$ cat src/logic/reim_cfg.svh
// Offsets, field positions, reset values and command codes of the event mask block
`ifndef REIM_CFG_SVH
`define REIM_CFG_SVH

// ****************************************
// Register offsets (11-bit memory address)
// ****************************************
`define REIM_ADDR_W 11
`define REIM_OFS_ENABLE_LOW 11'h100
`define REIM_OFS_WAKE_COUNT_LO 11'h102
`define REIM_OFS_WAKE_COUNT_HI 11'h103
`define REIM_OFS_WAKE_LIMIT_LO 11'h104
`define REIM_OFS_WAKE_LIMIT_HI 11'h105
`define REIM_OFS_LEVEL_LIMIT 11'h108
`define REIM_OFS_FLAGS_LOW 11'h336
`define REIM_OFS_FLAGS_HIGH 11'h337

// ****************************************
// Reset values
// ****************************************
`define REIM_RST_ENABLE_LOW 8'h00
`define REIM_RST_FLAGS 8'h00
`define REIM_RST_WAKE_COUNT 16'h0000
`define REIM_RST_WAKE_LIMIT 16'h0000
`define REIM_RST_LEVEL_LIMIT 8'h00

// ****************************************
// Event bit positions
// ****************************************
`define REIM_BIT_WAKE_COUNT 7
`define REIM_BIT_SMART_WAKE 6
`define REIM_BIT_CIPHER_DONE 5
`define REIM_BIT_TX_END 4
`define REIM_BIT_ADDR_MATCH 3
`define REIM_BIT_CRC_OK 2
`define REIM_BIT_SYNC_DET 1
`define REIM_BIT_PREAMBLE_DET 0

// ****************************************
// Serial commands and level offset
// ****************************************
`define REIM_CMD_MEM_WR 5'h03
`define REIM_CMD_MEM_RD 5'h07
`define REIM_LEVEL_OFFSET_DBM 10'h06B

`endif

$ cat src/logic/reim_pkg.sv
// Types shared by the event mask block
package reim_pkg;
    typedef logic [7:0] reim_byte_t;
    typedef logic [10:0] reim_addr_t;
    typedef enum logic [3:0] {
        REIM_ST_CMD = 4'h1,
        REIM_ST_ADDR = 4'h2,
        REIM_ST_DATA = 4'h4,
        REIM_ST_SKIP = 4'h8
    } reim_state_e;
endpackage

$ cat src/logic/reim_byte_if.sv
// Byte-level link between the serial shifter and the command decoder
`timescale 1ns/1ns
interface reim_byte_if;
    import reim_pkg::*;
    logic frame_active;
    logic rx_valid;
    reim_byte_t rx_byte;
    logic tx_load;
    reim_byte_t tx_byte;
    modport shifter (output frame_active, output rx_valid, output rx_byte,
                     input tx_load, input tx_byte);
    modport decoder (input frame_active, input rx_valid, input rx_byte,
                     output tx_load, output tx_byte);
endinterface

$ cat src/logic/reim_spi_shift.sv
// Serial shifter: mode 0 bytes in on rising clock, out on falling clock
`timescale 1ns/1ns
module reim_spi_shift (
    input wire logic clk_sys_i,
    input wire logic sys_rst_i,
    input wire logic spi_sclk_i,
    input wire logic spi_cs_n_i,
    input wire logic spi_mosi_i,
    output logic spi_miso_o,
    reim_byte_if.shifter bus
);
    import reim_pkg::*;
    logic sclk_q;
    logic [2:0] bit_cnt_q;
    logic [6:0] rx_sh_q;
    reim_byte_t tx_sh_q;
    logic rx_valid_q;
    reim_byte_t rx_byte_q;
    logic rise;
    logic fall;

    assign rise = spi_sclk_i & ~sclk_q;
    assign fall = ~spi_sclk_i & sclk_q;
    assign bus.frame_active = ~spi_cs_n_i;
    assign bus.rx_valid = rx_valid_q;
    assign bus.rx_byte = rx_byte_q;

    always_ff @(posedge clk_sys_i or posedge sys_rst_i) begin
        if (sys_rst_i) begin
            sclk_q <= 1'b0;
        end else begin
            sclk_q <= spi_sclk_i;
        end
    end

    // Receive path
    always_ff @(posedge clk_sys_i or posedge sys_rst_i) begin
        if (sys_rst_i) begin
            bit_cnt_q <= 3'h0;
            rx_sh_q <= 7'h00;
            rx_valid_q <= 1'b0;
            rx_byte_q <= 8'h00;
        end else begin
            rx_valid_q <= 1'b0;
            if (spi_cs_n_i) begin
                bit_cnt_q <= 3'h0;
            end else if (rise) begin
                rx_sh_q <= {rx_sh_q[5:0], spi_mosi_i};
                bit_cnt_q <= bit_cnt_q + 3'h1;
                if (bit_cnt_q == 3'h7) begin
                    rx_valid_q <= 1'b1;
                    rx_byte_q <= {rx_sh_q, spi_mosi_i};
                end
            end
        end
    end

    // Transmit path
    always_ff @(posedge clk_sys_i or posedge sys_rst_i) begin
        if (sys_rst_i) begin
            tx_sh_q <= 8'h00;
            spi_miso_o <= 1'b0;
        end else if (spi_cs_n_i) begin
            tx_sh_q <= 8'h00;
            spi_miso_o <= 1'b0;
        end else if (bus.tx_load) begin
            tx_sh_q <= bus.tx_byte;
        end else if (fall) begin
            spi_miso_o <= tx_sh_q[7];
            tx_sh_q <= {tx_sh_q[6:0], 1'b0};
        end
    end
endmodule // reim_spi_shift

$ cat src/logic/reim_event_gen.sv
// Event qualification: wake count compare, level compare, cipher gating
`timescale 1ns/1ns
`include "reim_cfg.svh"
module reim_event_gen (
    input wire logic wake_tick_i,
    input wire logic [15:0] wake_count_i,
    input wire logic [15:0] wake_count_limit_i,
    input wire logic smart_wake_operation_i,
    input wire logic level_valid_i,
    input wire logic signed [7:0] level_dbm_i,
    input wire logic [7:0] smart_wake_level_limit_i,
    input wire logic cipher_loaded_i,
    input wire logic cipher_done_i,
    input wire logic tx_end_i,
    input wire logic addr_match_i,
    input wire logic crc_ok_i,
    input wire logic sync_det_i,
    input wire logic preamble_det_i,
    output logic [7:0] event_o,
    output logic wake_exceed_o
);
    logic [15:0] count_next;
    logic signed [9:0] level_ext;
    logic signed [9:0] limit_dbm;

    assign count_next = wake_count_i + 16'h0001;
    assign level_ext = {{2{level_dbm_i[7]}}, level_dbm_i};
    assign limit_dbm = $signed({2'b00, smart_wake_level_limit_i} - `REIM_LEVEL_OFFSET_DBM);

    always_comb begin
        event_o = 8'h00;
        event_o[`REIM_BIT_WAKE_COUNT] = wake_tick_i & (count_next == wake_count_limit_i);
        event_o[`REIM_BIT_SMART_WAKE] = smart_wake_operation_i & level_valid_i
                                        & (level_ext > limit_dbm);
        event_o[`REIM_BIT_CIPHER_DONE] = cipher_loaded_i & cipher_done_i;
        event_o[`REIM_BIT_TX_END] = tx_end_i;
        event_o[`REIM_BIT_ADDR_MATCH] = addr_match_i;
        event_o[`REIM_BIT_CRC_OK] = crc_ok_i;
        event_o[`REIM_BIT_SYNC_DET] = sync_det_i;
        event_o[`REIM_BIT_PREAMBLE_DET] = preamble_det_i;
    end

    assign wake_exceed_o = wake_tick_i & (count_next > wake_count_limit_i);
endmodule // reim_event_gen

$ cat src/logic/reim_top.sv
// Radio event interrupt mask: serial memory access, mask, flags and host interrupt
//
// ****************************************
// How it works
// ****************************************
// How it works
// - With mask bit 7 set, a flag is raised when the wake-up count reaches the wake-up limit.
// - With mask bit 6 set, a flag is raised when the smart-wake level beats its threshold.
// - With mask bit 5 set, a flag is raised on cipher completion, only if the cipher is loaded.
// - With mask bit 4 set, a flag is raised when a transmitted packet has ended.
// - With mask bit 3 set, a flag is raised when a received packet matches an address.
// - With mask bit 2 set, a flag is raised when a received packet passes its CRC.
// - With mask bit 1 set, a flag is raised when a qualified sync word is seen.
// - With mask bit 0 set, a flag is raised when a qualified preamble is seen.
// - Each mask bit written as one enables its event and as zero disables it.
// - When the wake-up count passes its limit, the radio is sent back to the idle-off state.
// - The smart-wake threshold in dBm is the programmed limit value minus 107.
`timescale 1ns/1ns
`include "reim_cfg.svh"
module reim_top (
    input wire logic clk_sys_i,
    input wire logic sys_rst_i,
    input wire logic spi_sclk_i,
    input wire logic spi_cs_n_i,
    input wire logic spi_mosi_i,
    output logic spi_miso_o,
    input wire logic wake_timer_tick_i,
    input wire logic smart_wake_operation_i,
    input wire logic level_valid_i,
    input wire logic signed [7:0] level_dbm_i,
    input wire logic cipher_loaded_i,
    input wire logic cipher_done_i,
    input wire logic tx_end_i,
    input wire logic addr_match_i,
    input wire logic crc_ok_i,
    input wire logic sync_det_i,
    input wire logic preamble_det_i,
    output logic irq_o,
    output logic radio_idle_off_req_o
);
    import reim_pkg::*;

    // ****************************************
    // Declarations
    // ****************************************
    reim_byte_if link ();

    reim_state_e state_q;
    reim_state_e state_d;
    logic is_write_q;
    logic [2:0] addr_hi_q;
    reim_addr_t addr_q;
    reim_addr_t wr_addr;
    reim_addr_t rd_addr;
    logic wr_en;
    reim_byte_t wr_data;
    reim_byte_t tx_byte;
    logic tx_load;

    reim_byte_t enable_low_q;
    reim_byte_t flags_low_q;
    reim_byte_t flags_high_q;
    logic [15:0] wake_count_q;
    logic [15:0] wake_count_limit_q;
    reim_byte_t smart_wake_level_limit_q;

    logic [7:0] event_raw;
    logic wake_exceed;

    // ****************************************
    // Register read decode
    // ****************************************
    function automatic reim_byte_t reg_read(input reim_addr_t a);
        reim_byte_t r;
        r = 8'h00;
        case (a)
            `REIM_OFS_ENABLE_LOW: begin
                r = enable_low_q;
            end
            `REIM_OFS_WAKE_COUNT_LO: begin
                r = wake_count_q[7:0];
            end
            `REIM_OFS_WAKE_COUNT_HI: begin
                r = wake_count_q[15:8];
            end
            `REIM_OFS_WAKE_LIMIT_LO: begin
                r = wake_count_limit_q[7:0];
            end
            `REIM_OFS_WAKE_LIMIT_HI: begin
                r = wake_count_limit_q[15:8];
            end
            `REIM_OFS_LEVEL_LIMIT: begin
                r = smart_wake_level_limit_q;
            end
            `REIM_OFS_FLAGS_LOW: begin
                r = flags_low_q;
            end
            `REIM_OFS_FLAGS_HIGH: begin
                r = flags_high_q;
            end
            default: begin
                r = 8'h00;
            end
        endcase
        return r;
    endfunction

    // ****************************************
    // Serial shifter
    // ****************************************
    reim_spi_shift u_shift (
        .clk_sys_i(clk_sys_i),
        .sys_rst_i(sys_rst_i),
        .spi_sclk_i(spi_sclk_i),
        .spi_cs_n_i(spi_cs_n_i),
        .spi_mosi_i(spi_mosi_i),
        .spi_miso_o(spi_miso_o),
        .bus(link.shifter)
    );

    assign link.tx_load = tx_load;
    assign link.tx_byte = tx_byte;

    // ****************************************
    // Command decoder
    // ****************************************
    always_comb begin
        state_d = state_q;
        case (state_q)
            REIM_ST_CMD: begin
                if (link.rx_valid) begin
                    if (link.rx_byte[7:3] == `REIM_CMD_MEM_WR ||
                        link.rx_byte[7:3] == `REIM_CMD_MEM_RD) begin
                        state_d = REIM_ST_ADDR;
                    end else begin
                        state_d = REIM_ST_SKIP;
                    end
                end
            end
            REIM_ST_ADDR: begin
                if (link.rx_valid) begin
                    state_d = REIM_ST_DATA;
                end
            end
            REIM_ST_DATA: begin
                state_d = REIM_ST_DATA;
            end
            REIM_ST_SKIP: begin
                state_d = REIM_ST_SKIP;
            end
            default: begin
                state_d = REIM_ST_CMD;
            end
        endcase
        if (!link.frame_active) begin
            state_d = REIM_ST_CMD;
        end
    end

    always_ff @(posedge clk_sys_i or posedge sys_rst_i) begin
        if (sys_rst_i) begin
            state_q <= REIM_ST_CMD;
        end else begin
            state_q <= state_d;
        end
    end

    // Command kind and upper address bits
    always_ff @(posedge clk_sys_i or posedge sys_rst_i) begin
        if (sys_rst_i) begin
            is_write_q <= 1'b0;
            addr_hi_q <= 3'h0;
        end else if (state_q == REIM_ST_CMD && link.rx_valid) begin
            is_write_q <= (link.rx_byte[7:3] == `REIM_CMD_MEM_WR);
            addr_hi_q <= link.rx_byte[2:0];
        end
    end

    // Sequential address pointer
    always_ff @(posedge clk_sys_i or posedge sys_rst_i) begin
        if (sys_rst_i) begin
            addr_q <= 11'h000;
        end else if (link.rx_valid) begin
            if (state_q == REIM_ST_ADDR) begin
                addr_q <= {addr_hi_q, link.rx_byte};
            end else if (state_q == REIM_ST_DATA) begin
                addr_q <= addr_q + 11'h001;
            end
        end
    end

    assign wr_en = link.rx_valid && (state_q == REIM_ST_DATA) && is_write_q;
    assign wr_addr = addr_q;
    assign wr_data = link.rx_byte;
    assign rd_addr = (state_q == REIM_ST_ADDR) ? {addr_hi_q, link.rx_byte}
                                                : addr_q + 11'h001;
    assign tx_load = link.rx_valid && !is_write_q &&
                     (state_q == REIM_ST_ADDR || state_q == REIM_ST_DATA);
    // Procedural so that a register change also refreshes the loaded byte
    always_comb begin
        tx_byte = reg_read(rd_addr);
    end

    // ****************************************
    // Event qualification
    // ****************************************
    reim_event_gen u_events (
        .wake_tick_i(wake_timer_tick_i),
        .wake_count_i(wake_count_q),
        .wake_count_limit_i(wake_count_limit_q),
        .smart_wake_operation_i(smart_wake_operation_i),
        .level_valid_i(level_valid_i),
        .level_dbm_i(level_dbm_i),
        .smart_wake_level_limit_i(smart_wake_level_limit_q),
        .cipher_loaded_i(cipher_loaded_i),
        .cipher_done_i(cipher_done_i),
        .tx_end_i(tx_end_i),
        .addr_match_i(addr_match_i),
        .crc_ok_i(crc_ok_i),
        .sync_det_i(sync_det_i),
        .preamble_det_i(preamble_det_i),
        .event_o(event_raw),
        .wake_exceed_o(wake_exceed)
    );

    // ****************************************
    // Mask and configuration registers
    // ****************************************
    always_ff @(posedge clk_sys_i or posedge sys_rst_i) begin
        if (sys_rst_i) begin
            enable_low_q <= `REIM_RST_ENABLE_LOW;
        end else if (wr_en && wr_addr == `REIM_OFS_ENABLE_LOW) begin
            enable_low_q <= wr_data;
        end
    end

    always_ff @(posedge clk_sys_i or posedge sys_rst_i) begin
        if (sys_rst_i) begin
            wake_count_limit_q <= `REIM_RST_WAKE_LIMIT;
            smart_wake_level_limit_q <= `REIM_RST_LEVEL_LIMIT;
        end else if (wr_en) begin
            if (wr_addr == `REIM_OFS_WAKE_LIMIT_LO) begin
                wake_count_limit_q[7:0] <= wr_data;
            end
            if (wr_addr == `REIM_OFS_WAKE_LIMIT_HI) begin
                wake_count_limit_q[15:8] <= wr_data;
            end
            if (wr_addr == `REIM_OFS_LEVEL_LIMIT) begin
                smart_wake_level_limit_q <= wr_data;
            end
        end
    end

    // Wake-up counter: host write wins over a tick
    always_ff @(posedge clk_sys_i or posedge sys_rst_i) begin
        if (sys_rst_i) begin
            wake_count_q <= `REIM_RST_WAKE_COUNT;
        end else if (wr_en && wr_addr == `REIM_OFS_WAKE_COUNT_LO) begin
            wake_count_q[7:0] <= wr_data;
        end else if (wr_en && wr_addr == `REIM_OFS_WAKE_COUNT_HI) begin
            wake_count_q[15:8] <= wr_data;
        end else if (wake_timer_tick_i) begin
            wake_count_q <= wake_count_q + 16'h0001;
        end
    end

    // ****************************************
    // Event flags: write one to clear, set wins
    // ****************************************
    always_ff @(posedge clk_sys_i or posedge sys_rst_i) begin
        if (sys_rst_i) begin
            flags_low_q <= `REIM_RST_FLAGS;
        end else begin
            flags_low_q <= (flags_low_q
                            & ~((wr_en && wr_addr == `REIM_OFS_FLAGS_LOW) ? wr_data : 8'h00))
                           | (event_raw & enable_low_q);
        end
    end

    // No sources of its own here; only clearable
    always_ff @(posedge clk_sys_i or posedge sys_rst_i) begin
        if (sys_rst_i) begin
            flags_high_q <= `REIM_RST_FLAGS;
        end else if (wr_en && wr_addr == `REIM_OFS_FLAGS_HIGH) begin
            flags_high_q <= flags_high_q & ~wr_data;
        end
    end

    // ****************************************
    // Outputs
    // ****************************************
    always_ff @(posedge clk_sys_i or posedge sys_rst_i) begin
        if (sys_rst_i) begin
            irq_o <= 1'b0;
        end else begin
            irq_o <= |(flags_low_q & enable_low_q);
        end
    end

    always_ff @(posedge clk_sys_i or posedge sys_rst_i) begin
        if (sys_rst_i) begin
            radio_idle_off_req_o <= 1'b0;
        end else begin
            radio_idle_off_req_o <= wake_exceed;
        end
    end
endmodule // reim_top

$ cat config.mk
export PLATFORM = sky130hd
export DESIGN_NAME = reim_top
export DESIGN_NICKNAME = d
export VERILOG_FILES = /design/src/logic/reim_pkg.sv /design/src/logic/reim_byte_if.sv /design/src/logic/reim_spi_shift.sv /design/src/logic/reim_event_gen.sv /design/src/logic/reim_top.sv
export VERILOG_INCLUDE_DIRS = /design/src /design/src/logic
export SDC_FILE = /design/constraint.sdc
export NUM_CORES = 1
export LEC_CHECK = 0
export ABC_AREA = 1
export BUFFER_PORTS_ARGS = -buffer_cell sky130_fd_sc_hd__buf_2
export CAP_MARGIN = 10
export CORE_ASPECT_RATIO = 1.1
export CORE_MARGIN = 2
export CORE_UTILIZATION = 45
export DETAILED_ROUTE_END_ITERATION = 10
export PLACE_DENSITY_LB_ADDON = 0.2
export SYNTH_ARGS = -nofsm -noshare
export SYNTH_HDL_FRONTEND = slang
export SYNTH_SLANG_ARGS = --single-unit
$ cat constraint.sdc
create_clock -name clk_sys_i -period 3.95 [get_ports clk_sys_i]
set_input_delay 0.395 -clock clk_sys_i [delete_from_list [all_inputs] [get_ports clk_sys_i]]
set_output_delay 0.395 -clock clk_sys_i [all_outputs]
set_load 0.05 [all_outputs]
==> results.md, run 1 <==
- Outcome: completed
- Worst Slack Setup Final: 1.03 ns
- Setup crit start kind: flip-flop
- Top cell type by total area after synthesis: dfrtp_1
- Die Y: ~140 um
- Max IR drop VDD: ~330 uV
- Final net count: roughly 1.0k
- Vias in the first global route: roughly 6k
- CTS Root Cell: clkbuf_16
- Synth top area cells: dfrtp_1 (40%), nand2_1 (14%), o21ai_0 (6.0%)
- Post-synth EDFFs: 0
- Synth Flop Type: dfrtp_1
- Hold path endpoint: u_shift.sclk_q
- DP Wirelength: between 10000 and 15000 um
- Core Rows: 48
- DRT iter0 DRCs: ~520
- Sequential share of the synthesized area: 0.401
- Final WL: approximately 20000 um
- Count leader, synth: nand2_1
- Most used cell, CP: nand3_1
- Tcrit/Tclk final: 0.739
- H-tree levels: 4
- Largest net degree at the start of global routing: 70
- Die Width: 124 um
- Slowest stage cell, crit path: dfrtp_1
- Core ar.: about 16000 sq um
- DR WL/cell: between 15 and 20 um
- Hold Path Origin: spi_sclk_i
- Max_cap viols: 0
- Power Total: between 3 and 4 mW
- Clk buf depth: 2
- Crit end category: flip-flop
- Register-to-Register Setup Slack: around 1.0 ns
- Final Max Slew Viols: 0
- First-pass GRT wire length: between 30000 and 40000 um
- Worst path buffer plus inverter count: 0
- Achievable frequency: about 340 MHz
- Reg2reg end: flags_low_q[7]
- Area of the die: 16800 sq um
- Arrival time worst endpoint: 3.28 ns
- Fin crit period: between 2 and 3 ns
- Crit path max-delay family: simple AND/OR/NAND/NOR gates
- Worst Hold Class: in -> reg
- Pre-antenna DRT Iters: 5
- Placer Congestion: 0.894
- Clk sink count: around 110
- Syn Inst Count: around 940
- Asr flop ratio synth: 1.00
- CP Class: reg -> reg
- IO Pins: 26
- Power per cell area: slightly above 400 nW/um^2
- Reg-to-Reg Start: wake_count_q[0]
- Vias: about 6.4k
- Post-route DRC: 0
- Final Hold Fails: 0
- Post-CTS sizing: 0
- Initial antenna violation count: 0
- Ys Warns: 0
- Post-CTS setup buffers: 0
- Unrepaired setup endpoints after global routing: no
- Post-synth net total: around 1000
- Critical Path RT: between 4 and 5 ns
- Worst slew margin: 0.344
- Via density: between 5 and 6
- Worst Reg-to-Reg Cells: 13
- Starting density of the core: 0.457
- Clk slew on worst S/H paths: approximately 0.060 ns
- Fraction of layout cells with a size suffix above 1: 0.128
- Crit Path Max Fanout: 6
- Commonest cells in the synthesized netlist: nand2_1 (272), dfrtp_1 (113), inv_1 (100)
- Final core utilization: 0.519
- Worst Hold Slack: just under 0.09 ns
- Hold Path Stages: 1
- Layout overhead on the synthesized area: 13.6%
- Post-synth top area share: 0.398
- Total grt overflow: 0
- Least-Margin Pin Slew: roughly 0.98 ns
- Ant diodes: 0
- CTS tree: yes
- Setup WS pre-CTS: 1.10 ns
- Critical path, cell by cell: nand3_1 > nor3_2 > nand3_1 > nor3_1 > nand3_1 > xnor2_1 > ha_1 > nand2_1 > nor2_1 > nand4_1 > nor4_1 > nand3_1 > nand2_1
- Post-Route Setup TNS: 0 ns
- Tot GR Track Use: 0.254
- P_leak: about 3.8 nW
- Count of cell types in the netlist: 48
- Worst-Skew Late Latency: approximately 0.43 ns
- Routed Antenna Nets: 0
- Mapped Area: 7110 sq um
- Hold_buf cts: 0
- Final Setup Violations: 0
- CTS Buf Count: 17
- IO Port Bufs: 25
- Post-synthesis register bit count: 114
- Slowest cell delay on critical path: ~0.44 ns
- Setup Skew: between 0.005 and 0.006 ns
- Syn Area/Cell: ~7.5 sq um
## layout by cell type, fill, tap and decap left out, types with 4 or more instances in the layout
master	n
xor2_1	14
nor4_1	7
nand3_1	83
xnor2_1	4
ha_1	33
nand2_2	9
nor2_1	58
nor3_1	9
clkbuf_16	17
a21boi_0	4
bufinv_16	4
a21oi_1	25
nand2_1	272
o21ai_0	85
inv_2	17
dfrtp_1	113
nor2_4	10
nor2_2	11
a22oi_1	5
o211ai_1	7
inv_1	99
buf_2	25
o21ai_1	12
nand4_1	7
## through the flow
step / area (sq um) / cells
floorplan: 7110 / 943
global placement: 7430 / 1154
detailed placement: 7430 / 1154
CTS: 8080 / 1186
global route: 8080 / 1186
finish: 8080 / 1186
## metal layers
metal	up-vias	global-route usage	wire (um)
met5	-	0	0
met2	163	0.433	9730
met1	3016	0.320	8670
li1	3151	-	-
met3	33	0.0487	876
met4	0	0.0903	495
## area by class of cell
cell class | instances | area, sq um
Fill cell | 1530 | 7470
Multi-Input combinational cell | 692 | 3710
Sequential cell | 114 | 2850
Clock buffer | 19 | 453
Inverter | 119 | 449
Tap cell | 200 | 250
Clock inverter | 13 | 199
Timing Repair Buffer | 29 | 168
## power breakdown
group / internal, mW / switching [mW] / leakage (nW)
clock network: 1.10 / 0.600 / 0.313
logic: 0.116 / 0.184 / 1.99
registers: 1.22 / 0.0463 / 1.48
total: 2.44 / 0.830 / 3.78
## how the worst max path moves through the flow
stage / end / cells after the start / start / slack (ns)
after floorplan: addr_hi_q[0] / 1 / sys_rst_i / 0.54
after global placement: flags_low_q[7] / 14 / wake_count_q[0] / 1.25
after detailed placement: flags_low_q[7] / 13 / wake_count_q[0] / 1.10
after CTS: flags_low_q[7] / 13 / wake_count_q[0] / 1.09
after global routing: flags_low_q[7] / 13 / wake_count_q[0] / 0.73
final: flags_low_q[7] / 13 / wake_count_q[0] / 1.03
## worst reg2reg max path, stage by stage (launching register included)
cell and delay (ns):
dfrtp_1 0.44, nand3_1 0.16, nor3_2 0.28, nand3_1 0.18
nor3_1 0.29, nand3_1 0.14, xnor2_1 0.18, ha_1 0.31
nand2_1 0.07, nor2_1 0.16, nand4_1 0.14, nor4_1 0.31
nand3_1 0.11, nand2_1 0.08
## registers in the layout (all words and copies together) (netlist names), 3 cells and up
register	flops
wake_count_limit_q	16
u_shift.rx_sh_q	7
flags_low_q	8
smart_wake_level_limit_q	8
enable_low_q	8
state_q	4
flags_high_q	8
addr_q	11
addr_hi_q	3
wake_count_q	16
u_shift.bit_cnt_q	3
u_shift.bus.rx_byte	8
u_shift.tx_sh_q	8
## cells by family (layout without fill, tap and decap cells)
group	after synthesis	in the layout	share of synthesized area
and+or+nand+nor	482	482	0.312
AOI/OAI and AO/OA	159	159	0.128
buffers and inverters	137	180	0.0781
DFF	114	114	0.401
adders and majority gates	33	33	0.0581
xor gates and xnor gates	18	18	0.0222
No activity file was read; power rests on OpenSTA's default activity.
==> inputs of run 2 (changes only) <==
--- a/config.mk
+++ b/config.mk
@@ -6,7 +6,7 @@
 export SDC_FILE = /design/constraint.sdc
 export NUM_CORES = 1
 export LEC_CHECK = 0
-export ABC_AREA = 1
+export ABC_AREA = 0
 export BUFFER_PORTS_ARGS = -buffer_cell sky130_fd_sc_hd__buf_2
 export CAP_MARGIN = 10
 export CORE_ASPECT_RATIO = 1.1
==> constraint.sdc (replaced) <==
create_clock -name clk_sys_i -period 2.6 [get_ports clk_sys_i]
set_input_delay 0.26 -clock clk_sys_i [delete_from_list [all_inputs] [get_ports clk_sys_i]]
set_output_delay 0.26 -clock clk_sys_i [all_outputs]
set_load 0.05 [all_outputs]
==> results.md, run 2 <==
- Failing checks: setup timing
- Synth top area cells: dfrtp_1 (40%), mux2_2 (5.9%), ha_1 (5.8%) (was dfrtp_1 (40%), nand2_1 (14%), o21ai_0 (6.0%))
- Final Setup Violations: 8 (was 0)
- Outcome: finished with violations (was completed)
- Fin crit period: 2.79 ns (was 2.92 ns)
- Asr flop ratio synth: 1.00 (unchanged)
- Finished Layout Cells: 1041 (was 1186)
- Count of cell types in the netlist: 79 (was 48)
- Clk slew on worst S/H paths: 0.06 ns (about the same)
- Post-synth net total: 788 (was 999)
- Sequential cell area: 2850 sq um (unchanged)
- Tot GR Track Use: 0.265 (was 0.254)
- Most common cell after layout, fill and taps aside: dfrtp_1 (was nand2_1)
- CTS tree: yes (unchanged)
- Final Hold Fails: 0 (unchanged)
- Met1 Use GR: 0.349 (was 0.320)
- Via density: 5.94 (was 5.37)
- Ant diodes: 0 (unchanged)
- Core ar.: 15600 sq um (unchanged)
- Sequential share of the synthesized area: 0.404 (was 0.401)
- Setup Skew: 0.0137 ns (was 0.00573 ns)
- Initial antenna violation count: 0 (unchanged)
- Worst-Skew Late Latency: 0.43 ns (about the same)
- Synth Flop Type: dfrtp_1 (unchanged)
- Multi-input combinational cell area: 4080 sq um (was 3710 sq um)
- Die Width: 124 um (about the same)
- Core Rows: 48 (unchanged)
- DP Wirelength: 15200 um (was 14800 um)
- Largest net degree at the start of global routing: 64 (was 70)
- Post-synth top area share: 0.400 (was 0.398)
- Ys Warns: 0 (unchanged)
- Slowest cell delay on critical path: 0.57 ns (was 0.44 ns)
- Worst path buffer plus inverter count: 1 (was 0)
- Syn Inst Count: 732 (was 943)
- Slowest stage cell, crit path: or4b_4 (was dfrtp_1)
- Layout overhead on the synthesized area: 24.9% (was 13.6%)
- First-pass GRT wire length: 33300 um (was 31400 um)
- Clk sink count: 114 (unchanged)
- Grt met2 use: 0.412 (was 0.433)
- Power per cell area: 629 nW/um^2 (was 404 nW/um^2)
- GRT busiest layer: met2 (unchanged)
- Achievable frequency: 358 MHz (was 342 MHz)
- Placer Congestion: 0.894 (about the same)
- Syn Area/Cell: 9.66 sq um (was 7.54 sq um)
- Worst Slack Setup Final: -0.195 ns (was 1.03 ns)
- Unrepaired setup endpoints after global routing: yes (was no)
- Final net count: 884 (was 1029)
- Routed Antenna Nets: 0 (unchanged)
- Setup WS pre-CTS: -0.155 ns (was 1.10 ns)
- CTS Root Cell: clkbuf_16 (unchanged)
- Post-synth EDFFs: 0 (unchanged)
- Worst slew margin: 0.580 (was 0.344)
- DR WL/cell: 20.2 um (was 16.7 um)
- Post-synthesis register bit count: 114 (unchanged)
- IO Pins: 26 (unchanged)
- Die Y: 135 um (was 136 um)
- Clk buf depth: 2 (unchanged)
- Commonest cells in the synthesized netlist: dfrtp_1 (113), nor2_1 (72), nand2_1 (65) (was nand2_1 (272), dfrtp_1 (113), inv_1 (100))
- Area of the die: 16700 sq um (was 16800 sq um)
- Critical Path RT: 2.90 ns (was 4.31 ns)
- Top cell type by total area after synthesis: dfrtp_1 (unchanged)
- DRT iter0 DRCs: 522 (was 524)
- Worst Hold Class: in -> reg (unchanged)
- Crit end category: flip-flop (unchanged)
- Total grt overflow: 0 (unchanged)
- Commonest cells after routing, fill and taps aside: dfrtp_1 (113), buf_4 (88), nor2_1 (70) (was nand2_1 (272), dfrtp_1 (113), inv_1 (99))
- Crit Path Max Fanout: 6 (unchanged)
- Least-Margin Pin Slew: 0.621 ns (was 0.975 ns)
- Max_cap viols: 0 (unchanged)
- Mapped Area: 7070 sq um (was 7110 sq um)
- Setup crit start kind: flip-flop (unchanged)
- # placed instances: 996 (was 1154)
- Arrival time worst endpoint: 3.09 ns (was 3.28 ns)
- Vias in the first global route: 6139 (was 5973)
- H-tree levels: 4 (unchanged)
- Post-route DRC: 0 (unchanged)
- Fill cells: 1337 (was 1530)
- Crit path max-delay family: compound AO/OA/AOI/OAI gates (was simple AND/OR/NAND/NOR gates)
- P_leak: 3.97 nW (was 3.78 nW)
- Max IR drop VDD: 623 uV (was 334 uV)
- Final core utilization: 0.568 (was 0.519)
- Starting density of the core: 0.455 (was 0.457)
- Tcrit/Tclk final: 1.07 (was 0.739)
- IO Port Bufs: 25 (unchanged)
- Top Registers: wake_count_limit_q x16, wake_count_q x16, addr_q x11 (unchanged)
- Fraction of layout cells with a size suffix above 1: 0.291 (was 0.128)
- CTS Buf Count: 17 (unchanged)
- Vias: 6186 (was 6363)
- Critical path, cell by cell: or4b_4 > buf_12 > and3_4 > a221o_2 > a222oi_1 > nor2_1 > o32a_1 (was nand3_1 > nor3_2 > nand3_1 > nor3_1 > nand3_1 > xnor2_1 > ha_1 > nand2_1 > nor2_1 > nand4_1 > nor4_1 > nand3_1 > nand2_1)
- Final WL: 21100 um (was 19800 um)
- Pre-antenna DRT Iters: 7 (was 5)
- Final Max Slew Viols: 0 (unchanged)
- M3 GR Usage: 0.0682 (was 0.0487)
- CP Class: reg -> reg (unchanged)
- Count leader, synth: dfrtp_1 (was nand2_1)
[run 2: changes by cell type in the layout (fill, tap and decap cells not counted), moves of 12 or more]
cell     delta
inv_1      -72
nor2_1     +12
o21ai_0    -58
o22ai_1    +12
buf_4      +85
inv_2      -17
xnor2_1    +13
a21oi_1    +12
mux2_2     +37
nand2_1   -209
mux2i_1    +17
nand3_1    -71
[run 2: area by class of cell]
class | instances | area share
inverter | 28 | 0.0123
sequential | 114 | 0.323
multi-input combinational | 545 | 0.462
clock inverter | 14 | 0.0176
timing repair buffer | 122 | 0.107
clock buffer | 18 | 0.0497
tap | 200 | 0.0283
[run 2: through the flow]
step                area (sq um)  hold WS [ns]  TNS, ns  total power, mW
finish                      8830        0.0682   -0.840             5.56
global route                8830        0.0682    -1.43             5.79
CTS                         8680        0.0583   -0.424             5.54
detailed placement          7930         0.261   -0.815             3.15
global placement            7930         0.250   -0.419             3.10
floorplan                   7110         0.291        0             2.78
[run 2: path summary, 6_finish.rpt]
kind	startpoint	endpoint	slack (ns)	depth (start not counted)
setup / recovery	state_q[0]	u_shift.tx_sh_q[4]	-0.19	7
hold / removal	sync_det_i	flags_low_q[1]	0.07	2
setup reg to reg	state_q[0]	u_shift.tx_sh_q[4]	-0.19	7
hold reg to reg	addr_hi_q[0]	addr_hi_q[0]	0.48	2
max in group asynchronous	sys_rst_i	u_shift.tx_sh_q[6]	1.60	4
min in group asynchronous	sys_rst_i	u_shift.rx_sh_q[0]	0.36	3
[run 2: cells by family after synthesis]
logic type | Yosys count | synth area share
AOI/OAI and AO/OA | 172 | 0.172
xor gates and xnor gates | 35 | 0.0433
adders and majority gates | 33 | 0.0584
buffers and inverters | 74 | 0.0467
DFF | 114 | 0.404
muxes | 64 | 0.102
and+or+nand+nor | 240 | 0.174
[run 2: where the power goes]
| group | switching, mW | internal [mW] | leakage [nW] |
|---|---|---|---|
| sequential | 0.119 | 1.92 | 1.53 |
| clock | 0.891 | 1.44 | 0.287 |
| combinational | 0.612 | 0.570 | 2.16 |
| total | 1.62 | 3.93 | 3.97 |
[run 2: routing by layer]
| metal | routed length, um | share of wire | vias to the layer above |
|---|---|---|---|
| met5 | 0 | 0 | - |
| li1 | - | - | 2865 |
| met2 | 9830 | 0.47 | 250 |
| met1 | 8870 | 0.42 | 3012 |
| met4 | 810 | 0.038 | 0 |
| met3 | 1570 | 0.074 | 59 |
[run 2: worst reg2reg max path: cells and delay by family (launching register included)]
kind / cells / cell delay (ns)
compound gates: 3 / 1.27
buf+inv: 1 / 0.17
simple gates: 3 / 0.87
flops: 1 / 0.37
[run 2: what timing repair did]
item	4_1_cts	5_1_grt
resized for setup	11	26
pin swaps	10	12
cloned	2	0
hold buffers	2	0
buffers inserted	6	3
hold endpoints to repair	13	0
endpoints found under the setup margin	11	41
